**src/tpcg_defs.svh**
```systemverilog
// constants of the two-phase clock generator: counts, taps and reset values
`ifndef TPCG_DEFS_SVH
`define TPCG_DEFS_SVH

// ----------------------------------------------------------------------------
// divider and clock pattern, in oscillator periods
// ----------------------------------------------------------------------------
`define TPCG_CNT_MOD 4'h9
`define TPCG_CNT_LAST 4'h8
`define TPCG_CNT_RST 4'h0
// count held in reset: the all-low slot, so the first phase one is full width
`define TPCG_CNT_INIT 4'h8
`define TPCG_PHI1_START 4'h0
`define TPCG_PHI1_LEN 4'h2
`define TPCG_PHI2_LEN 4'h5
`define TPCG_GAP_LEN 4'h2

// ----------------------------------------------------------------------------
// internal timing taps (counter value one period before the output step)
// ----------------------------------------------------------------------------
`define TPCG_STB_TAP 4'h7
`define TPCG_SYNC_TAP 4'h5

// ----------------------------------------------------------------------------
// reset request conditioning and output reset values
// ----------------------------------------------------------------------------
`define TPCG_HYST_CYCLES 4
`define TPCG_REQ_RST 1'b1
`define TPCG_RESET_OUT_RST 1'b1
`define TPCG_READY_RST 1'b0
`define TPCG_STB_N_RST 1'b1

`endif

```
**src/tpcg_pkg.sv**
```systemverilog
// types shared by the two-phase clock generator
`default_nettype none

package tpcg_pkg;
    typedef logic [3:0] tpcg_count_t;

    typedef struct packed {
        logic phi1;
        logic phi2;
        logic phi2_ttl;
    } tpcg_clocks_t;
endpackage

`default_nettype wire

```
**src/tpcg_hysteresis.sv**
```systemverilog
// level conditioner: output flips only after the input holds a new level
`default_nettype none
`include "tpcg_defs.svh"

module tpcg_hysteresis
    import tpcg_pkg::*;
#(
    parameter int HYST_CYCLES = `TPCG_HYST_CYCLES
) (
    input wire logic clock,
    input wire logic reset_n,
    input wire logic level_in,
    output logic level_out_r
);
    localparam int CW = $clog2(HYST_CYCLES + 1);

    logic [CW-1:0] run_r;

    generate
        if (HYST_CYCLES < 1) begin : g_bad
            $error("tpcg_hysteresis: HYST_CYCLES must be at least 1");
        end
    endgenerate

    // ------------------------------------------------------------------------
    // a slow or bouncing edge gives one clean transition
    // ------------------------------------------------------------------------
    always_ff @(posedge clock or negedge reset_n) begin
        if (!reset_n) begin
            run_r <= '0;
            level_out_r <= `TPCG_REQ_RST;
        end else if (level_in == level_out_r) begin
            run_r <= '0;
        end else if (run_r == CW'(HYST_CYCLES - 1)) begin
            run_r <= '0;
            level_out_r <= level_in;
        end else begin
            run_r <= run_r + CW'(1);
        end
    end
endmodule

`default_nettype wire

```
**src/tpcg_clock_gen.sv**
```systemverilog
// two-phase processor clock generator with status strobe, reset and ready flops
`default_nettype none
`include "tpcg_defs.svh"

// Function
// - processor clock cycle lasts nine oscillator periods
// - clocks and taps decoded from a synchronous modulo-nine counter
// - clock waveforms follow a two, five, two period pattern
// - every width and delay is a whole number of oscillator periods
// - phase two leads by two periods after phase one leading edge
// - buffered free-running oscillator brought out on its own output
// - logic-level copy of phase two driven on a separate output
// - status strobe formed from cycle-start input and the tap at count seven, in the idle gap
// - strobe asserts once per machine cycle when status is stable
// - strobe asserts six oscillator periods after phase two rises
// - normal strobe pulse lasts one oscillator period
// - strobe held asserted while the reset request is active
// - reset request passed through a hysteresis stage
// - conditioned request sampled on phase-two tap gives active-high reset
// - reset output changes only synchronously with its tap
// - wait request sampled on phase-two tap drives ready output
// - internal decoded taps enable the auxiliary flops and gate the strobe; all flops run on the oscillator clock
module tpcg_clock_gen
    import tpcg_pkg::*;
#(
    parameter int HYST_CYCLES = `TPCG_HYST_CYCLES
) (
    input wire logic clock,
    input wire logic reset_n,
    input wire logic reset_request_n_in,
    input wire logic wait_request_in,
    input wire logic sync_in,
    output logic phi1,
    output logic phi2,
    output logic phi2_ttl,
    output wire logic oscillator_out,
    output logic status_strobe_n,
    output logic reset_out,
    output logic ready_out
);
    tpcg_count_t cnt_r;
    tpcg_count_t cnt_nxt;
    tpcg_clocks_t clk_r;
    tpcg_clocks_t clk_nxt;
    logic strobe_timing_tap;
    logic sync_flop_clock_tap;
    logic req_active;
    logic status_strobe_n_r;
    logic reset_out_r;
    logic ready_out_r;

    generate
        if (HYST_CYCLES < 1) begin : g_bad
            $error("tpcg_clock_gen: HYST_CYCLES must be at least 1");
        end
    endgenerate

    // ------------------------------------------------------------------------
    // divide by nine, free running from the oscillator
    // ------------------------------------------------------------------------
    always_comb begin
        if (cnt_r == `TPCG_CNT_LAST) begin
            cnt_nxt = `TPCG_CNT_RST;
        end else begin
            cnt_nxt = cnt_r + 4'h1;
        end
    end

    always_ff @(posedge clock or negedge reset_n) begin
        if (!reset_n) begin
            cnt_r <= `TPCG_CNT_INIT;
        end else begin
            cnt_r <= cnt_nxt;
        end
    end

    // ------------------------------------------------------------------------
    // decode gating: 2 periods phase one, 5 phase two, 2 idle
    // ------------------------------------------------------------------------
    always_comb begin
        clk_nxt.phi1 = (cnt_nxt < `TPCG_PHI1_START + `TPCG_PHI1_LEN);
        clk_nxt.phi2 = (cnt_nxt >= `TPCG_PHI1_START + `TPCG_PHI1_LEN) &&
            (cnt_nxt < `TPCG_PHI1_START + `TPCG_PHI1_LEN + `TPCG_PHI2_LEN);
        clk_nxt.phi2_ttl = clk_nxt.phi2;
    end

    always_ff @(posedge clock or negedge reset_n) begin
        if (!reset_n) begin
            clk_r <= '0;
        end else begin
            clk_r <= clk_nxt;
        end
    end

    assign phi1 = clk_r.phi1;
    assign phi2 = clk_r.phi2;
    assign phi2_ttl = clk_r.phi2_ttl;
    assign oscillator_out = clock;

    // ------------------------------------------------------------------------
    // internal timing taps
    // ------------------------------------------------------------------------
    assign strobe_timing_tap = (cnt_r == `TPCG_STB_TAP);
    assign sync_flop_clock_tap = (cnt_r == `TPCG_SYNC_TAP);

    // ------------------------------------------------------------------------
    // reset request conditioning
    // ------------------------------------------------------------------------
    tpcg_hysteresis #(
        .HYST_CYCLES(HYST_CYCLES)
    ) u_hyst (
        .clock(clock),
        .reset_n(reset_n),
        .level_in(!reset_request_n_in),
        .level_out_r(req_active)
    );

    // ------------------------------------------------------------------------
    // status strobe: cycle start gated with the tap, or held by reset
    // ------------------------------------------------------------------------
    always_ff @(posedge clock or negedge reset_n) begin
        if (!reset_n) begin
            status_strobe_n_r <= `TPCG_STB_N_RST;
        end else begin
            status_strobe_n_r <= !((sync_in && strobe_timing_tap) || req_active);
        end
    end

    assign status_strobe_n = status_strobe_n_r;

    // ------------------------------------------------------------------------
    // reset and ready flops, stepping only on the phase-two tap
    // ------------------------------------------------------------------------
    always_ff @(posedge clock or negedge reset_n) begin
        if (!reset_n) begin
            reset_out_r <= `TPCG_RESET_OUT_RST;
        end else if (sync_flop_clock_tap) begin
            reset_out_r <= req_active;
        end
    end

    always_ff @(posedge clock or negedge reset_n) begin
        if (!reset_n) begin
            ready_out_r <= `TPCG_READY_RST;
        end else if (sync_flop_clock_tap) begin
            ready_out_r <= wait_request_in;
        end
    end

    assign reset_out = reset_out_r;
    assign ready_out = ready_out_r;
endmodule

`default_nettype wire

```
**config.mk**
```make
export PLATFORM = sky130hd
export DESIGN_NAME = tpcg_clock_gen
export DESIGN_NICKNAME = d
export VERILOG_FILES = /design/src/tpcg_pkg.sv /design/src/tpcg_hysteresis.sv /design/src/tpcg_clock_gen.sv
export VERILOG_INCLUDE_DIRS = /design/src
export SDC_FILE = /design/constraint.sdc
export NUM_CORES = 1
export LEC_CHECK = 0
export ABC_AREA = 1
export BUFFER_PORTS_ARGS = -buffer_cell sky130_fd_sc_hd__buf_4
export CAP_MARGIN = 20
export CELL_PAD_IN_SITES_DETAIL_PLACEMENT = 1
export CELL_PAD_IN_SITES_GLOBAL_PLACEMENT = 2
export CORE_MARGIN = 2
export CORE_UTILIZATION = 30
export CTS_BUF_LIST = sky130_fd_sc_hd__clkbuf_4 sky130_fd_sc_hd__clkbuf_8
export CTS_CLUSTER_SIZE = 20
export DETAILED_ROUTE_END_ITERATION = 12
export GPL_TIMING_DRIVEN = 0
export MAX_ROUTING_LAYER = met4
export PLACE_DENSITY_LB_ADDON = 0.1
export REMOVE_ABC_BUFFERS = 1
export SLEW_MARGIN = 15
export SYNTH_ARGS = -nofsm -noshare
export SYNTH_HDL_FRONTEND = slang
export SYNTH_HIERARCHICAL = 1
export SYNTH_SLANG_ARGS = --single-unit
```
**constraint.sdc**
```tcl
create_clock -name clock -period 1.2 [get_ports clock]
set_input_delay 0.06 -clock clock [delete_from_list [all_inputs] [get_ports clock]]
set_output_delay 0.06 -clock clock [all_outputs]
set_load 0.01 [all_outputs]
```
==> metrics.txt, run 1 <==
most common cell after layout, fill and taps aside buf_4; NumNets Final 108; fin util 0.4650; core area 0.002002 mm²; Ports 12; port bufs 11; syn_area_per_cell 8.964 µm²; Die ar. 0.002571 mm²; Startpoint Class flip-flop; starting density of the core 0.3269; die height 50.71 µm; Leakage 0.4486 nW; RSZ-0062 raised after global routing true; Post-route DRC 0; WL/cell 11.05 µm; DRT iter0 DRCs 6; gp weighted congestion 0.6919; final wirelength 1370 µm; largest fanout on the critical path 3; EDFF count, synth 0; CTS tree built; clock power share 0.373; vias in the first global route 590; Async S/R FF share, synth 1.000; total of max-cap violations 0; Worst Skew 0.003086 ns; footprint of the multi-input gates 295.3 µm²; first-pass GRT wire length 2463 µm; critical-path cell with the highest stage delay dfrtp_2; Syn. warnings 6; most common flop cell mapped by yosys dfrtp_1; pin count of the biggest net entering global routing 14; Yosys cell types 15; worst endpoint required time 1.49 ns; Pwr per Cell Area 1487 mW/mm²; vias 528; Crit. End Element flip-flop; Vias per Instance 4.258; Final Hold Fails 0; most frequent cells in the layout buf_4, inv_1, nand2_1, clkbuf_4, dfrtp_1; post-detailed-route count of antenna-violating nets 0; CP Class flip-flop to flip-flop; n_diodes 0; P&R area growth vs syn 42.26%; Cells after Synth 73; Die X-Extent 50.71 µm; Max VDD drop 798.4 µV; Pins Over Slew Limit 0; worst skew pair latency 0.39 ns; Clk pin slew, worst setup/hold paths 0.08 ns; P_sw 397.0 µW; initial antenna violation count 0; DR pass1 iterations 2; crit-path cells inv_2, ha_4, nand2_2, nand3_2, nand3_2, nor2_2, nor2_2; min Tclk post-route 1.140 ns; Seq pwr share 0.434; Setup-failing EPs final 0; sequential cell area 332.8 µm²; Hold/Removal Path Class primary input to asynchronous set/reset pin; Worst path max stage delay 0.45 ns; Yosys reg bits 13; WP data arrival 1.43 ns; fin crit share 0.9499; Slew Limit Headroom 0.8313; gr usage total 0.1517; Worst Tran Pin Value 0.2530 ns; Internal 987.1 µW; hpwl dp 919.4 µm; FILL cells 241; row count 16; fraction of layout cells with a size suffix above 1 0.4948; Sw Share 0.2869; Mapped Area 654.4 µm²; Hold Worst Slack 0.03824 ns; status complete, no violations; global route overflow 0; Comb pwr share 0.193; post-synthesis sequential area ratio 0.5048; maximum clock rate 877.3 MHz
layout make-up:
class / instances / area share
tap: 27 / 0.03629
clock buffer: 8 / 0.06452
inverter: 17 / 0.06855
timing repair buffer: 18 / 0.1559
sequential: 13 / 0.3575
multi-input combinational: 41 / 0.3172
kinds of logic (layout without fill, tap and decap cells):
| logic type | Yosys count | after routing | share of synthesized area |
|---|---|---|---|
| AOI/OAI and AO/OA | 4 | 4 | 0.03825 |
| buffers and inverters | 19 | 43 | 0.1205 |
| and+or+nand+nor | 32 | 32 | 0.2409 |
| adders and majority gates | 5 | 5 | 0.09560 |
| DFF | 13 | 13 | 0.5048 |
synth_stat cells (2+ instances only):
library cell / number / area (µm²)
nand3_2: 3 / 30.03
nand2_1: 13 / 48.80
buf_4: 2 / 15.01
nand2_2: 4 / 25.02
ha_1: 5 / 62.56
nand3_1: 5 / 25.02
nor2_1: 6 / 22.52
inv_1: 16 / 60.06
dfstp_2: 4 / 105.1
o21ai_1: 2 / 10.01
dfrtp_1: 9 / 225.2
what timing repair did:
| action | in CTS | in global routing |
|---|---|---|
| buffers inserted | 4 | 0 |
| setup endpoints to repair | 2 | 4 |
| hold buffers | 4 | 0 |
| pin swaps | 2 | 5 |
| endpoints found under the hold margin | 16 | 0 |
| resized for setup | 7 | 8 |
metrics by stage:
stage               instance area, µm²  setup TNS, ns  total power [mW]  std cells  setup slack, ns
floorplan                        639.4              0            0.7663         71          0.06809
global placement                 755.7       -0.06226            0.9386        109         -0.05519
detailed placement               755.7       -0.07961            0.9421        109         -0.06996
CTS                              909.6              0             1.426        124          0.01384
global route                     930.9       -0.07594             1.514        124         -0.04725
finish                           930.9              0             1.384        124          0.06018
state kept, by name, indices dropped and copies added, names as in the netlist:
signal              cells
u_hyst/run_r            3
cnt_r                   4
u_hyst/level_out_r      1
reset_out               1
ready_out               1
phi2_ttl                1
status_strobe_n         1
phi1                    1
worst paths after layout:
kind                           start                 end  slack (ns)  depth (start not counted)
setup / recovery            cnt_r[1]            phi2_ttl        0.06                          7
hold / removal               reset_n            cnt_r[0]        0.04                          2
hold reg to reg            reset_out           reset_out        0.47                          2
setup reg to reg            cnt_r[1]            phi2_ttl        0.06                          7
min in group clock             clock      oscillator_out        0.38                          3
max in group asynchronous    reset_n  u_hyst/level_out_r        0.93                          2
power by group through the flow:
stage | combinational, mW | clock, mW | sequential [mW]
final | 0.267 | 0.516 | 0.601
after CTS | 0.276 | 0.547 | 0.603
after global placement | 0.261 | 0.0687 | 0.609
after floorplan | 0.146 | 0 | 0.620
after global routing | 0.318 | 0.581 | 0.616
after detailed placement | 0.262 | 0.0687 | 0.612
routing by layer:
metal	GRT usage	vias to the layer above	routed length, µm
met5	-	-	0
met4	0.1396	0	40
met3	0.08036	5	74
met2	0.2149	12	693
met1	0.1477	244	561
li1	-	267	-
critical path: cells and delay by family (launching register included):
| kind | cells | cell delay [ns] |
|---|---|---|
| DFF | 1 | 0.45 |
| adders and majority gates | 1 | 0.15 |
| buffers and inverters | 1 | 0.09 |
| and+or+nand+nor | 5 | 0.35 |
No activity file was read; power rests on OpenSTA's default activity.
==> run 2, diff against run 1 <==
==> constraint.sdc (replaced) <==
create_clock -name clock -period 1.2 [get_ports clock]
set_input_delay 0.36 -clock clock [delete_from_list [all_inputs] [get_ports clock]]
set_output_delay 0.36 -clock clock [all_outputs]
set_load 0.01 [all_outputs]
==> metrics.txt, run 2 (synthesis gave the netlist of run 1 again) <==
status finished, violations left; failing checks negative setup slack; largest registers cnt_r (4), u_hyst/run_r (3); post-detailed-route count of antenna-violating nets 0 (unchanged); row count 16 (unchanged); Pins Over Slew Limit 0 (unchanged); die height 50.71 µm (unchanged); Hold Worst Slack 0.1446 ns (+0.1063 ns); initial antenna violation count 0 (unchanged); Critical R2R Capture phi2_ttl; RSZ-0062 raised after global routing true; Buf/Inv on CP 1 (unchanged); starting density of the core 0.3269 (unchanged); Slew Limit Headroom 0.8303 (-0.001019); placed cells 109 (unchanged); crit-path cells buf_6; Seq pwr share 0.439 (+0.005); hpwl dp 919.4 µm (unchanged); Pwr per Cell Area 1502 mW/mm² (+1.0%); Crit path max-delay family flip-flops; Worst R2R Setup Slack 0.04 ns (-0.02 ns); Worst Tran Pin Value 0.2546 ns (+0.001529 ns); DR pass1 iterations 2 (unchanged); Clk pin slew, worst setup/hold paths 0.08 ns (about the same); worst endpoint required time 0.84 ns (-0.65 ns); pin count of the biggest net entering global routing 14 (unchanged); Startpoint Class flip-flop; Area after DPL 755.7 µm² (unchanged); Total Power 1.385 mW (about the same); Post-route DRC 0 (unchanged); Internal 987.5 µW (about the same); max reg flops 4 (unchanged); CP Class flip-flop to output port; Comb pwr share 0.203 (+0.010); FILL cells 246 (+2.1%); setup ws final -0.1977 ns (-0.2578 ns); worst skew pair latency 0.40 ns (about the same); min Tclk post-route 1.398 ns (+0.2578 ns); CTS tree built; WL/cell 11.29 µm (+2.2%); fin crit share 1.165 (+0.2149); Hold/Removal Path Class primary input to flip-flop; WP data arrival 1.04 ns (-0.39 ns); fraction of layout cells with a size suffix above 1 0.5161 (+0.02128); global route overflow 0 (unchanged); Leakage 0.4402 nW (-1.9%); Final Hold Fails 0 (unchanged); gr usage total 0.1472 (-0.004519); Ports 12 (unchanged); vias in the first global route 565 (-4.2%); hold path depth 2; Die ar. 0.002571 mm² (unchanged); Max VDD drop 865.6 µV (+8.4%); P_sw 397.5 µW (+0.12%); n_diodes 0 (unchanged); cells on worst reg2reg path 7 (unchanged); register bank with the most flops cnt_r; Vias per Instance 4.292 (+0.79%); Setup TNS -0.6751 ns (-0.6751 ns); P&R area growth vs syn 40.92%; first-pass GRT wire length 2401 µm (-2.5%); vias 515 (-2.5%); port bufs 11 (unchanged); Layout Cells excl Fill 120 (-3.2%); Crit. End Element output port; hold path endpoint status_strobe_n; NumNets Final 104 (-3.7%); Final Cell Area 922.1 µm² (-0.94%); Setup WS pre-CTS -0.06996 ns (unchanged); fin util 0.4606 (-0.004375); core area 0.002002 mm² (unchanged); total of max-cap violations 0 (unchanged); most common cell after layout, fill and taps aside inv_1; RR Startpoint cnt_r[1]; final wirelength 1355 µm (-1.1%); Setup-failing EPs final 6 (+6); critical-path cell with the highest stage delay dfstp_2; gp weighted congestion 0.6919 (unchanged); hold path start sync_in; Worst Skew 0.005490 ns (+0.002403 ns); clock power share 0.358 (-0.015); DRT iter0 DRCs 1 (-5); maximum clock rate 715.5 MHz (-18%); largest fanout on the critical path 2 (-1); Die X-Extent 50.71 µm (unchanged); Worst path max stage delay 0.54 ns (+0.09 ns); most frequent cells in the layout inv_1, nand2_1, buf_4, dfrtp_1, buf_6; Sw Share 0.2870 (about the same)
run 2: cell types whose count changed in the layout (fill, tap and decap cells not counted):
cell,previous run,this run
clkbuf_4,7,6
nor2_2,2,3
nor2_1,4,3
dlygate4sd3_1,4,1
buf_6,0,7
buf_4,15,8
run 2: worst max path at each step:
stage                     startpoint  depth (start not counted)         to  slack, ns
after global placement      cnt_r[0]                          6   phi2_ttl      -0.06
final                      reset_out                          1  reset_out      -0.20
after global routing       reset_out                          1  reset_out      -0.25
after detailed placement    cnt_r[0]                          6   phi2_ttl      -0.07
after floorplan             cnt_r[0]                          6   phi2_ttl       0.07
after CTS                  reset_out                          1  reset_out      -0.21
run 2: layout make-up:
class / count / area, µm² / area share
inverter: 17 / 63.81 / 0.06920
clock buffer: 7 / 56.30 / 0.06106
tap: 27 / 33.78 / 0.03664
sequential: 13 / 332.8 / 0.3609
multi-input combinational: 41 / 297.8 / 0.3229
timing repair buffer: 15 / 137.6 / 0.1493
run 2: repair_timing:
| action | 4_1_cts | 5_1_grt |
|---|---|---|
| setup buffers | 4 | 0 |
| hold buffers | 1 | 0 |
| resized for setup | 14 | 9 |
| setup endpoints to repair | 9 | 10 |
| pin swaps | 2 | 6 |
| endpoints found under the hold margin | 9 | 0 |
run 2: routing by layer:
| layer | up-vias | wire [µm] | global-route usage |
|---|---|---|---|
| met1 | 240 | 573 | 0.1477 |
| met5 | - | 0 | - |
| met4 | 0 | 40 | 0.1216 |
| li1 | 258 | - | - |
| met3 | 5 | 63 | 0.08036 |
| met2 | 12 | 678 | 0.2083 |
run 2: power groups by stage:
stage	logic [mW]	clock network, mW	registers, mW
3_3_place_gp	0.261	0.0687	0.609
5_1_grt	0.331	0.556	0.622
6_report	0.282	0.495	0.608
2_1_floorplan	0.146	0	0.620
3_5_place_dp	0.262	0.0687	0.612
4_1_cts	0.289	0.518	0.610
==> run 3, diff against run 2 <==
--- a/config.mk
+++ b/config.mk
@@ -16,7 +16,7 @@
 export CTS_BUF_LIST = sky130_fd_sc_hd__clkbuf_4 sky130_fd_sc_hd__clkbuf_8
 export CTS_CLUSTER_SIZE = 20
 export DETAILED_ROUTE_END_ITERATION = 12
-export GPL_TIMING_DRIVEN = 0
+export GPL_TIMING_DRIVEN = 1
 export MAX_ROUTING_LAYER = met4
 export PLACE_DENSITY_LB_ADDON = 0.1
 export REMOVE_ABC_BUFFERS = 1
==> metrics.txt, run 3 (synthesis gave the netlist of run 1 again) <==
Buf/Inv on CP 1 (unchanged); Clk pin slew, worst setup/hold paths 0.08 ns (about the same); hpwl dp 958.1 µm (+4.2%); DRT iter0 DRCs 1 (unchanged); first-pass GRT wire length 2221 µm (-7.5%); Leakage 0.4432 nW (+0.66%); most frequent cells in the layout inv_1, nand2_1, dfrtp_1, buf_6, buf_4; Total Power 1.368 mW (-1.2%); n_diodes 0 (unchanged); Final Cell Area 904.6 µm² (-1.9%); die height 50.71 µm (unchanged); Layout Cells excl Fill 120 (unchanged); final wirelength 1326 µm (-2.1%); Worst R2R Setup Slack 0.03 ns (about the same); CTS tree built; maximum clock rate 727.7 MHz (+1.7%); Worst Skew 0.002434 ns (-0.003056 ns); Setup-failing EPs final 6 (unchanged); Slew Limit Headroom 0.8504 (+0.02014); vias 517 (+0.39%); Vias per Instance 4.308 (+0.39%); pin count of the biggest net entering global routing 14 (unchanged); initial antenna violation count 0 (unchanged); fraction of layout cells with a size suffix above 1 0.4409 (-0.07527); port bufs 11 (unchanged); Setup TNS -0.5771 ns (+0.09796 ns); largest fanout on the critical path 2 (unchanged); fin util 0.4519 (-0.008750); vias in the first global route 560 (-0.88%); Worst path max stage delay 0.54 ns (about the same); critical-path cell with the highest stage delay dfstp_2; RSZ-0062 raised after global routing true; gp weighted congestion 0.7320 (+5.8%); Crit path max-delay family flip-flops; starting density of the core 0.3269 (unchanged); Ports 12 (unchanged); Die ar. 0.002571 mm² (unchanged); NumNets Final 104 (unchanged); Startpoint Class flip-flop; Worst Tran Pin Value 0.2244 ns (-0.03020 ns); min Tclk post-route 1.374 ns (-0.02341 ns); placed cells 111 (+1.8%); DR pass1 iterations 2 (unchanged); Crit. End Element output port; Post-route DRC 0 (unchanged); Final Hold Fails 0 (unchanged); WP data arrival 1.01 ns (-0.03 ns); P&R area growth vs syn 38.24%; worst skew pair latency 0.38 ns (-0.02 ns); Area after DPL 770.7 µm² (+2.0%); global route overflow 0 (unchanged); worst endpoint required time 0.84 ns (about the same); max reg flops 4 (unchanged); post-detailed-route count of antenna-violating nets 0 (unchanged); register bank with the most flops cnt_r; status finished, violations left; Max VDD drop 703.5 µV (-19%); Pwr per Cell Area 1512 mW/mm² (+0.69%); row count 16 (unchanged); WL/cell 11.05 µm (-2.1%); core area 0.002002 mm² (unchanged); most common cell after layout, fill and taps aside inv_1; Die X-Extent 50.71 µm (unchanged); fin crit share 1.145 (-0.01951); crit-path cells buf_6; setup ws final -0.1742 ns (+0.02341 ns); gr usage total 0.1273 (-0.01986); failing checks negative setup slack; Pins Over Slew Limit 0 (unchanged); largest registers cnt_r (4), u_hyst/run_r (3); total of max-cap violations 0 (unchanged); CP Class flip-flop to output port; Hold/Removal Path Class primary input to flip-flop
==> run 3: cell counts in the layout (fill, tap and decap cells not counted) <==
No cell type changed its count.
==> run 3: per-stage QoR <==
stage          hold WS [ns]  worst slack (ns)
3_5_place_dp         0.2138         -0.002412
3_3_place_gp         0.2153           0.01164
5_1_grt              0.1752           -0.2107
2_1_floorplan       0.06441           0.06809
6_report             0.1660           -0.1742
4_1_cts              0.1556           -0.1924
==> run 3: what timing repair did <==
item	in CTS	in global routing
buffers inserted	1	1
endpoints found under the setup margin	8	10
hold endpoints to repair	9	0
pin swaps	0	2
hold buffers	1	0
gates resized for setup	8	10
==> run 3: layer usage <==
| metal | vias to the layer above | routed length [µm] | GRT usage |
|---|---|---|---|
| met1 | 245 | 590 | 0.1257 |
| met5 | - | 0 | - |
| li1 | 260 | - | - |
| met4 | 0 | 19 | 0.1081 |
| met3 | 2 | 47 | 0.03869 |
| met2 | 10 | 669 | 0.2039 |
==> run 3: worst register-to-register path: cells and delay by family, from the launching register on <==
kind          cells  cell delay (ns)
fa+ha+maj         1             0.17
buf+inv           2             0.18
flops             1             0.42
simple gates      5             0.30
==> run 3: cell type report <==
type | instances | area (µm²)
fillers | 241 | 1097
well taps | 27 | 33.78
flip-flops and latches | 13 | 331.6
multi-input cells | 41 | 277.8
clock buffers | 7 | 56.30
repair buffers | 15 | 141.4
inverters | 17 | 63.81
==> run 3: path summary, 6_finish.rpt <==
check / startpoint / end / cells past startpoint
hold reg to reg: reset_out / reset_out / 2
setup reg to reg: cnt_r[0] / phi2_ttl / 8
hold / removal: sync_in / status_strobe_n / 2
max in group asynchronous: reset_n / reset_out / 2
setup / recovery: reset_out / reset_out / 1
min in group asynchronous: reset_n / u_hyst/run_r[2] / 2
==> run 3: report_power, final <==
group,internal (mW),leakage [nW],switching (mW)
clock,0.287,0.0337,0.193
combinational,0.145,0.258,0.135
sequential,0.555,0.151,0.0538
